## src/rtl/translator_pkg.sv

```systemverilog
// Purpose: shared constants for the step translator
// Assumes: 100 MHz reference clock, plain register port
// Notes:   currents are signed tenths of a percent of peak current
package translator_pkg;
   localparam int POS_W = 7;
   localparam int CUR_W = 11;
   localparam int ADDR_W = 4;
   localparam int DATA_W = 8;
   // register offsets
   localparam logic [3:0] OFS_CTRL0 = 4'h0;
   localparam logic [3:0] OFS_CTRL1 = 4'h1;
   localparam logic [3:0] OFS_POS = 4'h2;
   localparam logic [3:0] OFS_ACTIVE = 4'h3;
   // field positions
   localparam int RES_LSB = 0;
   localparam int SENSE_BIT = 0;
   localparam int POL_BIT = 1;
   // reset values
   localparam logic [2:0] RES_RST = 3'h0;
   localparam logic [6:0] POS_RST = 7'h00;
   localparam logic [1:0] CTRL1_RST = 2'h0;
   // resolution codes
   localparam logic [2:0] RES_HALF_SQ = 3'h5;
   localparam logic [2:0] RES_FULL = 3'h6;
   localparam logic [2:0] RES_COARSE_CIRC = 3'h4;
   // full magnitude, 100.0 percent
   localparam logic signed [10:0] CUR_FULL = 11'sd1000;
   // quarter-wave table, positions 0..16, coil x, tenths of percent
   localparam logic [9:0] QTAB [17] = '{
      10'd0, 10'd35, 10'd81, 10'd127, 10'd174, 10'd221, 10'd267, 10'd314,
      10'd349, 10'd383, 10'd430, 10'd465, 10'd500, 10'd546, 10'd581,
      10'd616, 10'd651};
endpackage

```

## src/rtl/microstep_translator.sv

```systemverilog
// Purpose: step translator, position counter and coil current select
// Assumes: step and direction pins are asynchronous to ref_clk
// Notes:   registers on a plain port, read data one cycle after strobe
//
// Function
// (RULE1) position indexes the circular table, codes 0..4 step by 1,2,4,8,16.
// (RULE2) direction comes from the sense pin together with a control bit.
// (RULE3) the control bit exclusive-ors the pin, inverting the direction.
// (RULE4) each active step edge moves one stride up or down.
// (RULE5) a polarity bit picks rising or falling step edges.
// (RULE6) position is readable as 7 bits in 1/32 units in any resolution.
// (RULE7) readable position updates right after each step trigger.
// (RULE8) a new resolution takes effect on the next step pulse only.
// (RULE9) going finer keeps the current position, already on the finer grid.
// (RULE10) going coarser on a shared position steps without offset.
// (RULE11) going coarser off-grid steps by the new stride, keeping an offset.
// (RULE12) position wraps modulo 128.
// (RULE13) reset gives 1/32 stepping at position zero.
// (RULE14) codes 5 and 6 use the square table.
`timescale 1ns/100ps
module microstep_translator
   import translator_pkg::*;
(
   // clock and reset
   input  wire logic                 ref_clk,
   input  wire logic                 rstn,
   // motion pins
   input  wire logic                 step_pulse_in,
   input  wire logic                 dir_pin,
   // register port
   input  wire logic [ADDR_W-1:0]    addr,
   input  wire logic [DATA_W-1:0]    wdata,
   input  wire logic                 wr_stb,
   input  wire logic                 rd_stb,
   output logic      [DATA_W-1:0]    rdata,
   // coil currents and position
   output logic signed [CUR_W-1:0]   coil_x,
   output logic signed [CUR_W-1:0]   coil_y,
   output logic      [POS_W-1:0]     translator_position
);
   typedef enum logic [1:0] {
      ST_IDLE = 2'b00,
      ST_STEP = 2'b01
   } phase_t;

   typedef struct packed {
      logic [1:0] step_sync;
      logic [1:0] dir_sync;
      logic       step_prev;
      logic [2:0] step_resolution_sel;  // programmed
      logic [2:0] active_res;           // in use
      logic       rotation_sense_bit;
      logic       step_edge_polarity;
      logic [6:0] pos;
      logic [7:0] rdata;
      logic signed [10:0] cx;
      logic signed [10:0] cy;
      phase_t     phase;
   } state_t;

   state_t st_reg;
   state_t st_next;
   logic signed [10:0] map_x;
   logic signed [10:0] map_y;
   logic [6:0] next_pos;

   // stride in 1/32 units for a resolution code
   function automatic logic [6:0] stride_of(input logic [2:0] res);
      case (res)
         3'h0:    stride_of = 7'h01;
         3'h1:    stride_of = 7'h02;
         3'h2:    stride_of = 7'h04;
         3'h3:    stride_of = 7'h08;
         3'h4:    stride_of = 7'h10;
         3'h5:    stride_of = 7'h10;
         default: stride_of = 7'h20;
      endcase
   endfunction

   // square table when the in-use code is 5 or 6
   function automatic logic is_square(input logic [2:0] res);
      is_square = (res == RES_HALF_SQ) || (res == RES_FULL);
   endfunction

   // table lookup on the position about to be registered
   coil_current_map u_map (
      .pos    (next_pos),
      .square (is_square(st_next.active_res)),
      .cur_x  (map_x),
      .cur_y  (map_y)
   );

   logic trig;
   logic dir_up;
   logic [6:0] stride;

   // next-state logic
   always_comb begin
      st_next = st_reg;
      st_next.step_sync = {st_reg.step_sync[0], step_pulse_in};
      st_next.dir_sync = {st_reg.dir_sync[0], dir_pin};
      st_next.step_prev = st_reg.step_sync[1];
      // polarity 0 rising, 1 falling
      trig = st_reg.step_edge_polarity ?
             (st_reg.step_prev & ~st_reg.step_sync[1]) :
             (~st_reg.step_prev & st_reg.step_sync[1]);          // see (RULE5)
      dir_up = st_reg.dir_sync[1] ^ st_reg.rotation_sense_bit;   // see (RULE2) see (RULE3)
      stride = stride_of(st_reg.step_resolution_sel);
      next_pos = st_reg.pos;
      st_next.phase = ST_IDLE;
      if (trig) begin
         // pending code taken up only now
         st_next.active_res = st_reg.step_resolution_sel;       // see (RULE8)
         st_next.phase = ST_STEP;
         // stepping from the current point keeps any offset; finer grids hold it
         if (dir_up) next_pos = 7'(st_reg.pos + stride);       // see (RULE4) see (RULE12)
         else next_pos = 7'(st_reg.pos - stride);              // see (RULE9) see (RULE10) see (RULE11)
      end
      st_next.pos = next_pos;                                  // see (RULE7)
      st_next.cx = map_x;                                      // see (RULE1)
      st_next.cy = map_y;
      // register writes
      if (wr_stb) begin
         case (addr)
            OFS_CTRL0: st_next.step_resolution_sel = wdata[RES_LSB +: 3];
            OFS_CTRL1: begin
               st_next.rotation_sense_bit = wdata[SENSE_BIT];
               st_next.step_edge_polarity = wdata[POL_BIT];
            end
            default: ;
         endcase
      end
      // reads answer next cycle only
      st_next.rdata = 8'h00;
      if (rd_stb) begin
         case (addr)
            OFS_CTRL0:  st_next.rdata = {5'h00, st_reg.step_resolution_sel};
            OFS_CTRL1:  st_next.rdata = {6'h00, st_reg.step_edge_polarity,
                                          st_reg.rotation_sense_bit};
            OFS_POS:    st_next.rdata = {1'b0, st_reg.pos};      // see (RULE6)
            OFS_ACTIVE: st_next.rdata = {5'h00, st_reg.active_res};
            default:    st_next.rdata = 8'h00;
         endcase
      end
   end

   // state register; reset gives fine stepping at zero
   always_ff @(posedge ref_clk or negedge rstn) begin
      if (!rstn) begin
         st_reg <= '{step_sync: 2'h0, dir_sync: 2'h0, step_prev: 1'b0,
                     step_resolution_sel: RES_RST, active_res: RES_RST,  // see (RULE13)
                     rotation_sense_bit: CTRL1_RST[SENSE_BIT],
                     step_edge_polarity: CTRL1_RST[POL_BIT],
                     pos: POS_RST, rdata: 8'h00, cx: 11'sd0,
                     cy: CUR_FULL, phase: ST_IDLE};
      end else begin
         st_reg <= st_next;
      end
   end

   assign rdata = st_reg.rdata;
   assign coil_x = st_reg.cx;
   assign coil_y = st_reg.cy;
   assign translator_position = st_reg.pos;

   // a step moves exactly one stride in the resolved direction
   AST_STEP_STRIDE: assert property (@(posedge ref_clk) disable iff (!rstn)  // see (RULE4)
      trig |=> (st_reg.pos == 7'($past(st_reg.pos) + ($past(dir_up) ? $past(stride)
                 : 7'(-$past(stride))))))
      else $error("step did not move by one stride");
   // no edge, no move
   AST_HOLD: assert property (@(posedge ref_clk) disable iff (!rstn)  // see (RULE7)
      !trig |=> $stable(st_reg.pos))
      else $error("position moved without a step");
   // resolution change waits for a step
   AST_RES_WAIT: assert property (@(posedge ref_clk) disable iff (!rstn)  // see (RULE8)
      !trig |=> $stable(st_reg.active_res))
      else $error("resolution applied without a step");
   // position read returns the position
   AST_POS_READ: assert property (@(posedge ref_clk) disable iff (!rstn)  // see (RULE6)
      (rd_stb && addr == OFS_POS) |=> (rdata == {1'b0, $past(st_reg.pos)}))
      else $error("position read wrong");
   // rising edge of synchronised input steps when polarity is 0
   AST_POL: assert property (@(posedge ref_clk) disable iff (!rstn)  // see (RULE5)
      (!st_reg.step_edge_polarity && st_reg.step_sync[1] && !st_reg.step_prev) |-> trig)
      else $error("rising edge missed");
   // direction is pin xor control bit
   AST_DIR: assert property (@(posedge ref_clk) disable iff (!rstn)  // see (RULE3)
      (trig && st_reg.dir_sync[1] == st_reg.rotation_sense_bit) |=>
      (st_reg.pos == 7'($past(st_reg.pos) - $past(stride))))
      else $error("direction not inverted by control bit");
   // square modes drive full magnitude on both coils off the axes
   AST_SQUARE: assert property (@(posedge ref_clk) disable iff (!rstn)  // see (RULE14)
      (is_square(st_reg.active_res) && st_reg.pos == 7'h10 && st_reg.phase == ST_STEP)
      |-> (coil_x == CUR_FULL && coil_y == CUR_FULL))
      else $error("square table value wrong");
   // stepping up from 127 in fine mode wraps to 0
   AST_WRAP: assert property (@(posedge ref_clk) disable iff (!rstn)  // see (RULE12)
      (trig && dir_up && stride == 7'h01 && st_reg.pos == 7'h7f) |=> (st_reg.pos == 7'h00))
      else $error("position did not wrap");
endmodule

```

## src/rtl/coil_current_map.sv

```systemverilog
// Purpose: maps translator position to coil currents
// Assumes: position in 1/32 units, 128 entries per electrical turn
// Notes:   combinational; caller registers the outputs
`timescale 1ns/100ps
module coil_current_map
   import translator_pkg::*;
(
   // position and table shape
   input  wire logic [6:0]        pos,
   input  wire logic              square,
   // currents
   output logic signed [10:0]     cur_x,
   output logic signed [10:0]     cur_y
);
   // circular value from symmetric quarter table
   function automatic logic signed [10:0] circ(input logic [6:0] p);
      logic [5:0] r;
      logic [9:0] m;
      // second half of each half-turn mirrors the first
      r = p[5] ? 6'(6'd32 - {1'b0, p[4:0]}) : {1'b0, p[4:0]};
      if (r <= 6'd16) m = QTAB[r[4:0]];
      else m = cos_mag(5'(6'd32 - r));
      circ = p[6] ? -$signed({1'b0, m}) : $signed({1'b0, m});
   endfunction
   // magnitude of the other coil at mirror position (0..16)
   function automatic logic [9:0] cos_mag(input logic [4:0] k);
      case (k)
         5'd0:    cos_mag = 10'd1000;
         5'd1:    cos_mag = 10'd988;
         5'd2:    cos_mag = 10'd977;
         5'd3:    cos_mag = 10'd965;
         5'd4:    cos_mag = 10'd953;
         5'd5:    cos_mag = 10'd941;
         5'd6:    cos_mag = 10'd930;
         5'd7:    cos_mag = 10'd918;
         5'd8:    cos_mag = 10'd895;
         5'd9:    cos_mag = 10'd872;
         5'd10:   cos_mag = 10'd849;
         5'd11:   cos_mag = 10'd826;
         5'd12:   cos_mag = 10'd790;
         5'd13:   cos_mag = 10'd755;
         5'd14:   cos_mag = 10'd721;
         5'd15:   cos_mag = 10'd686;
         default: cos_mag = 10'd651;
      endcase
   endfunction
   // square table: nonzero coil at full magnitude
   function automatic logic signed [10:0] sq(input logic signed [10:0] v);
      if (v > 11'sd0) sq = CUR_FULL;
      else if (v < 11'sd0) sq = -CUR_FULL;
      else sq = 11'sd0;
   endfunction
   logic signed [10:0] cx;
   logic signed [10:0] cy;
   // y leads x by a quarter turn
   always_comb begin
      cx = circ(pos);
      cy = circ(7'(pos + 7'd32));
      cur_x = square ? sq(cx) : cx;   // see (RULE14)
      cur_y = square ? sq(cy) : cy;   // see (RULE1)
   end
endmodule

```

## config.mk

```make
export PLATFORM = sky130hd
export DESIGN_NAME = microstep_translator
export DESIGN_NICKNAME = d
export VERILOG_FILES = /design/src/rtl/translator_pkg.sv /design/src/rtl/microstep_translator.sv /design/src/rtl/coil_current_map.sv
export SDC_FILE = /design/constraint.sdc
export NUM_CORES = 1
export LEC_CHECK = 0
export ABC_CLOCK_PERIOD_IN_PS = 6000
export BUFFER_PORTS_ARGS = -buffer_cell sky130_fd_sc_hd__buf_2
export CORE_MARGIN = 2
export CORE_UTILIZATION = 27
export CTS_BUF_LIST = sky130_fd_sc_hd__clkbuf_8
export DETAILED_ROUTE_END_ITERATION = 10
export SETUP_SLACK_MARGIN = 0.05
export SLEW_MARGIN = 30
export SYNTH_ARGS = -nofsm -noshare
export SYNTH_HDL_FRONTEND = slang
export SYNTH_HIERARCHICAL = 1
export SYNTH_SLANG_ARGS = --single-unit
```

## constraint.sdc

```tcl
create_clock -name ref_clk -period 6 [get_ports ref_clk]
set_input_delay 0.6 -clock ref_clk [delete_from_list [all_inputs] [get_ports ref_clk]]
set_output_delay 0.6 -clock ref_clk [all_outputs]
set_load 0.005 [all_outputs]
```

==> metrics, run 1 <==
CP max stage delay 0.48 ns; Post-synth EDFFs 0; drt pass-1 iters 5; distinct cell type count of the synthesized netlist 114; Placed Area 6140 sq um; area leader, netlist dfrtp_1; status complete, no violations; die area 22500 sq um; largest net degree at the start of global routing 50; fin. max-slew vios 0; clk slew on worst S/H paths 0.11 ns; Hold Path Class in2async; setup TNS 0 ns; Post-Syn Nets 704; synthesized area 5740 sq um; Final ANT Viol Nets 0; Synth Register Bits 49; Worst-Skew Late Latency 0.32 ns; die extent in y 150 um; overall global routing resource usage 0.130; clk root buf clkbuf_8; first-pass GRT wire length 23900 um; worst slew pin tran 0.710 ns; worst r2r src st_reg[40]$_DFFE_PN0P_; TritonCTS clock tree done; crit end category flop; core area 21000 sq um; row count 53; H-tree level count 2; Tcrit/Tclk final 0.966; initial detailed-routing violation count 427; layout overhead on the synthesized area 13.9%; minimum clock period 5.80 ns; nets 735; global placement routability congestion 0.859; vias 5057; initial antenna violation count 0; post-route cell area 6540 sq um; boundary pin count 55; Setup crit start kind flop; grt ovf 0; Gate Count Post-Synth 656; Worst slew margin 0.525; area share of the largest cell type after synthesis 0.187; most instantiated cells after synthesis 43 x dfrtp_1, 43 x nor2_1, 40 x buf_4, 40 x nand2_1, 29 x ha_1; skew final 0.0145 ns; vias in the first global route 4647; layout cell share with drive strength beyond 1 0.302; final setup margin 0.204 ns; Synth area leaders dfrtp_1 19%, ha_1 6.3%, buf_4 5.2%; Routed WL 15000 um; Seq/Total Area, Yosys 0.215; Crit Path Max Fanout 6; Final Hold Fails 0; crit path max-delay cell type dfrtp_2; DR WL/cell 15.6 um; top_reg_cell synth dfrtp_1; number of inserted diodes 0; f_max 0.173 GHz; critical path class reg2reg; Avg Inst Size Synth 8.75 sq um; Vias/cell 5.25; number of remaining DRC errors 0; critical path arrival 6.02 ns; clk sinks 49; Final setup viols 0; asr flop ratio synth 1.00; PortBufs 48; HPWL Detailed 10900 um; Max-Cap Viols 0; Data required, critical path 6.22 ns; CP Launch Point st_reg[40]$_DFFE_PN0P_; Setup WS pre-CTS 0.198 ns; Die X 150 um; CTS buffer count 5; Max clock buf depth 2; Starting Density 0.274; Ys Warns 6
## logic make-up (layout without fill, tap and decap cells)
family | Yosys count | in the layout | synth area share
xor gates and xnor gates | 41 | 41 | 0.0708
AOI/OAI and AO/OA | 178 | 180 | 0.247
other | 1 | 1 | 0.000653
adders and majority gates | 30 | 30 | 0.0667
muxes | 45 | 45 | 0.0900
DFF | 49 | 49 | 0.215
and+or+nand+nor | 205 | 205 | 0.204
buffers and inverters | 107 | 137 | 0.106
## critical path, delay by kind of cell (launching register included)
| family | cells | cell delay (ns) |
|---|---|---|
| AOI/OAI and AO/OA | 9 | 1.44 |
| adders and majority gates | 5 | 1.43 |
| and+or+nand+nor | 3 | 0.90 |
| buffers and inverters | 4 | 0.61 |
| DFF | 1 | 0.48 |
| muxes | 2 | 0.48 |
| xor gates and xnor gates | 2 | 0.34 |
## layout by cell type, fill, tap and decap left out, drive strengths merged, types with 8 or more instances in the layout
cell	count
buf	99
nor2	44
dfrtp	43
nand2	40
a21oi	31
o21ai	30
ha	29
inv	28
nor3	26
mux2i	25
xnor2	22
xor2	18
mux2	17
and2	15
nand3	14
a211oi	12
o31ai	12
a31oi	11
nand2b	10
or3	8
## per-layer routing
metal	track usage	vias to the layer above	share of wire
li1	-	2451	-
met2	0.222	118	0.50
met3	0.0104	16	0.033
met5	0	-	0
met1	0.176	2472	0.45
met4	0.0358	0	0.015
## what timing repair did
action | in CTS | in global routing
hold endpoints to repair | 0 | 0
setup endpoints to repair | 0 | 13
buffers inserted | 0 | 15
hold buffers | 0 | 0
gates resized for setup | 0 | 29
## area by class of cell
type,count,area [sq um]
sequential,49,1230
clock inverter,3,46.3
fill,2211,14400
timing repair buffer,99,623
inverter,30,116
clock buffer,5,68.8
multi-input combinational,502,4110
tap,275,344
## through the flow
step,utilization,std cells,hold WS [ns]
2_1_floorplan,-,656,0.304
3_3_place_gp,0.293,938,0.341
3_5_place_dp,0.293,938,0.346
4_1_cts,0.299,946,0.367
5_1_grt,0.312,963,0.368
6_report,0.312,963,0.358
## final timing paths
check	endpoint	slack (ns)	depth (start not counted)
min in group ref_clk	st_next[47]$_DFF_PN0_	0.36	0
worst max-delay path	coil_y[3]$_DFF_PN1_	0.20	25
max in group asynchronous	coil_y[0]$_DFF_PN0_	5.18	2
worst max register to register	coil_y[3]$_DFF_PN1_	0.20	25
worst min-delay path	st_next[49]$_DFF_PN0_	0.36	2
worst min register to register	st_next[47]$_DFF_PN0_	0.36	0
Power of run 1 is left out: the tool's default activity adds up to more than one toggle a clock period on the data nets, which glitch-free logic cannot reach.
==> run 2, diff against run 1 <==
--- a/config.mk
+++ b/config.mk
@@ -5,12 +5,12 @@
 export SDC_FILE = /design/constraint.sdc
 export NUM_CORES = 1
 export LEC_CHECK = 0
-export ABC_CLOCK_PERIOD_IN_PS = 6000
-export BUFFER_PORTS_ARGS = -buffer_cell sky130_fd_sc_hd__buf_2
+export ABC_CLOCK_PERIOD_IN_PS = 5410
 export CORE_MARGIN = 2
 export CORE_UTILIZATION = 27
 export CTS_BUF_LIST = sky130_fd_sc_hd__clkbuf_8
 export DETAILED_ROUTE_END_ITERATION = 10
+export DONT_BUFFER_PORTS = 1
 export SETUP_SLACK_MARGIN = 0.05
 export SLEW_MARGIN = 30
 export SYNTH_ARGS = -nofsm -noshare
==> constraint.sdc (replaced) <==
create_clock -name ref_clk -period 5.41 [get_ports ref_clk]
set_input_delay 0.541 -clock ref_clk [delete_from_list [all_inputs] [get_ports ref_clk]]
set_output_delay 0.541 -clock ref_clk [all_outputs]
set_load 0.005 [all_outputs]
==> run 2 against run 1 <==
  * Setup slack got worse by 0.18 ns
  * Utilization rose by 2.5 points
  * Sequential share of layout area fell by 1.4 points
  * Maximum frequency rose by 7.7%
  * Cell count rose by 0.42%
==> metrics, run 2 (synthesis gave the netlist of run 1 again) <==
Setup crit start kind flop; Worst R2R Setup Slack 0.03 ns (-0.18 ns); Vias/cell 5.16 (-1.8%); Worst-Skew Late Latency 0.32 ns (about the same); largest net degree at the start of global routing 44 (-12%); fin. max-slew vios 0 (unchanged); vias 4989 (-1.3%); row count 53 (unchanged); Layout Cells excl Fill 967 (+0.42%); number of remaining DRC errors 0 (unchanged); f_max 0.186 GHz (+7.7%); Die X 150 um (unchanged); initial antenna violation count 0 (unchanged); PortBufs 0 (-100%); minimum clock period 5.38 ns (-0.415 ns); nets 739 (+0.54%); clk slew on worst S/H paths 0.10 ns (about the same); clk root buf clkbuf_8; H-tree level count 2 (unchanged); Final setup viols 0 (unchanged); overall global routing resource usage 0.136 (+0.00610); most common cell after layout, fill and taps aside buf_4; vias in the first global route 4661 (+0.30%); setup TNS 0 ns (unchanged); global placement routability congestion 0.861 (+0.30%); drt pass-1 iters 4 (-1); die extent in y 150 um (unchanged); worst r2r dst coil_x[8]$_DFF_PN0_; Crit Path Max Fanout 6 (unchanged); hold slack 0.0446 ns (-0.313 ns); layout overhead on the synthesized area 23.0%; Hold Path Class in2async; Starting Density 0.274 (unchanged); HPWL Detailed 11300 um (+4.0%); DR WL/cell 16.0 um (+2.7%); boundary pin count 55 (unchanged); critical path class reg2reg; Tcrit/Tclk final 0.995 (+0.0286); worst r2r src st_reg[40]$_DFFE_PN0P_; FF-to-FF path depth 27 (+8.0%); Placed Instances 930 (-0.85%); Final Hold Fails 0 (unchanged); Routed WL 15500 um (+3.1%); Max-Cap Viols 0 (unchanged); clk sinks 49 (unchanged); worst slew pin tran 0.623 ns (-0.0871 ns); status complete, no violations; first-pass GRT wire length 24600 um (+3.1%); layout cell share with drive strength beyond 1 0.380 (+0.0777); critical path arrival 5.58 ns (-0.44 ns); grt ovf 0 (unchanged); initial detailed-routing violation count 234 (-45%); Worst slew margin 0.583 (+0.0580); core area 21000 sq um (unchanged); crit end category flop; Final ANT Viol Nets 0 (unchanged); unrepaired setup endpoints after global routing true; CTS buffer count 5 (unchanged); die area 22500 sq um (unchanged); Data required, critical path 5.61 ns (-0.61 ns); number of inserted diodes 0 (unchanged); Util after Layout 0.337 (+0.0250); commonest cells after routing, fill and taps aside 98 x buf_4, 40 x nand2_1, 40 x nor2_1, 40 x dfrtp_1, 24 x o21ai_0; Max clock buf depth 2 (unchanged); skew final 0.0121 ns (-0.00238 ns); TritonCTS clock tree done
run 2: worst max-delay path, stage by stage (launching register included):
cell	delay (ns)
dfrtp_2	0.48
xor2_4	0.23
a21oi_2	0.08
ha_1	0.34
a21o_1	0.20
a21oi_2	0.16
o31ai_4	0.10
xnor2_2	0.16
a21oi_4	0.29
nor2b_2	0.10
a21o_4	0.22
inv_4	0.06
ha_4	0.16
inv_4	0.04
ha_4	0.30
inv_4	0.05
ha_4	0.14
and2_4	0.13
o32ai_4	0.30
ha_2	0.23
inv_2	0.04
a311oi_2	0.24
nand4b_1	0.30
nor2_2	0.22
mux2i_1	0.11
a211oi_2	0.30
buf_4	0.18
o22ai_1	0.07
run 2: area by class of cell:
cell class,count,area (sq um)
fill,2157,13900
multi-input combinational,500,4400
sequential,49,1240
timing repair buffer,105,835
tap,275,344
inverter,30,136
clock buffer,5,68.8
clock inverter,3,46.3
run 2: how the worst max path moves through the flow:
| stage | slack, ns | to | start | cells past startpoint |
|---|---|---|---|---|
| 2_1_floorplan | -0.02 | coil_y[3]$_DFF_PN1_ | st_reg[40]$_DFFE_PN0P_ | 24 |
| 4_1_cts | 0.05 | coil_x[5]$_DFF_PN0_ | st_reg[45]$_DFFE_PN0P_ | 22 |
| 3_3_place_gp | 0.02 | coil_x[5]$_DFF_PN0_ | st_reg[40]$_DFFE_PN0P_ | 23 |
| 5_1_grt | -0.22 | coil_x[8]$_DFF_PN0_ | st_reg[40]$_DFFE_PN0P_ | 27 |
| 6_report | 0.03 | coil_x[8]$_DFF_PN0_ | st_reg[40]$_DFFE_PN0P_ | 27 |
| 3_5_place_dp | -0.06 | coil_y[5]$_DFF_PN1_ | st_reg[40]$_DFFE_PN0P_ | 24 |
run 2: routing by layer:
metal / track usage / share of wire / up-vias
li1: - / - / 2450
met1: 0.179 / 0.46 / 2429
met2: 0.226 / 0.49 / 87
met3: 0.0122 / 0.022 / 23
met4: 0.0604 / 0.031 / 0
met5: 0 / 0 / -
run 2: per-stage QoR:
stage	setup WS, ns	area (sq um)
global route	-0.222	7070
CTS	0.0506	6600
detailed placement	-0.0634	6350
global placement	0.0182	6350
finish	0.0292	7070
floorplan	-0.0180	5970
run 2: repair_timing:
item                                   in CTS  in global routing
setup buffers                               3                 26
endpoints found under the hold margin      43                  0
pin swaps                                  12                 38
hold buffers                                1                  0
resized for setup                          16                 55
setup endpoints to repair                  12                 16
Power of run 2 is left out for the same reason.
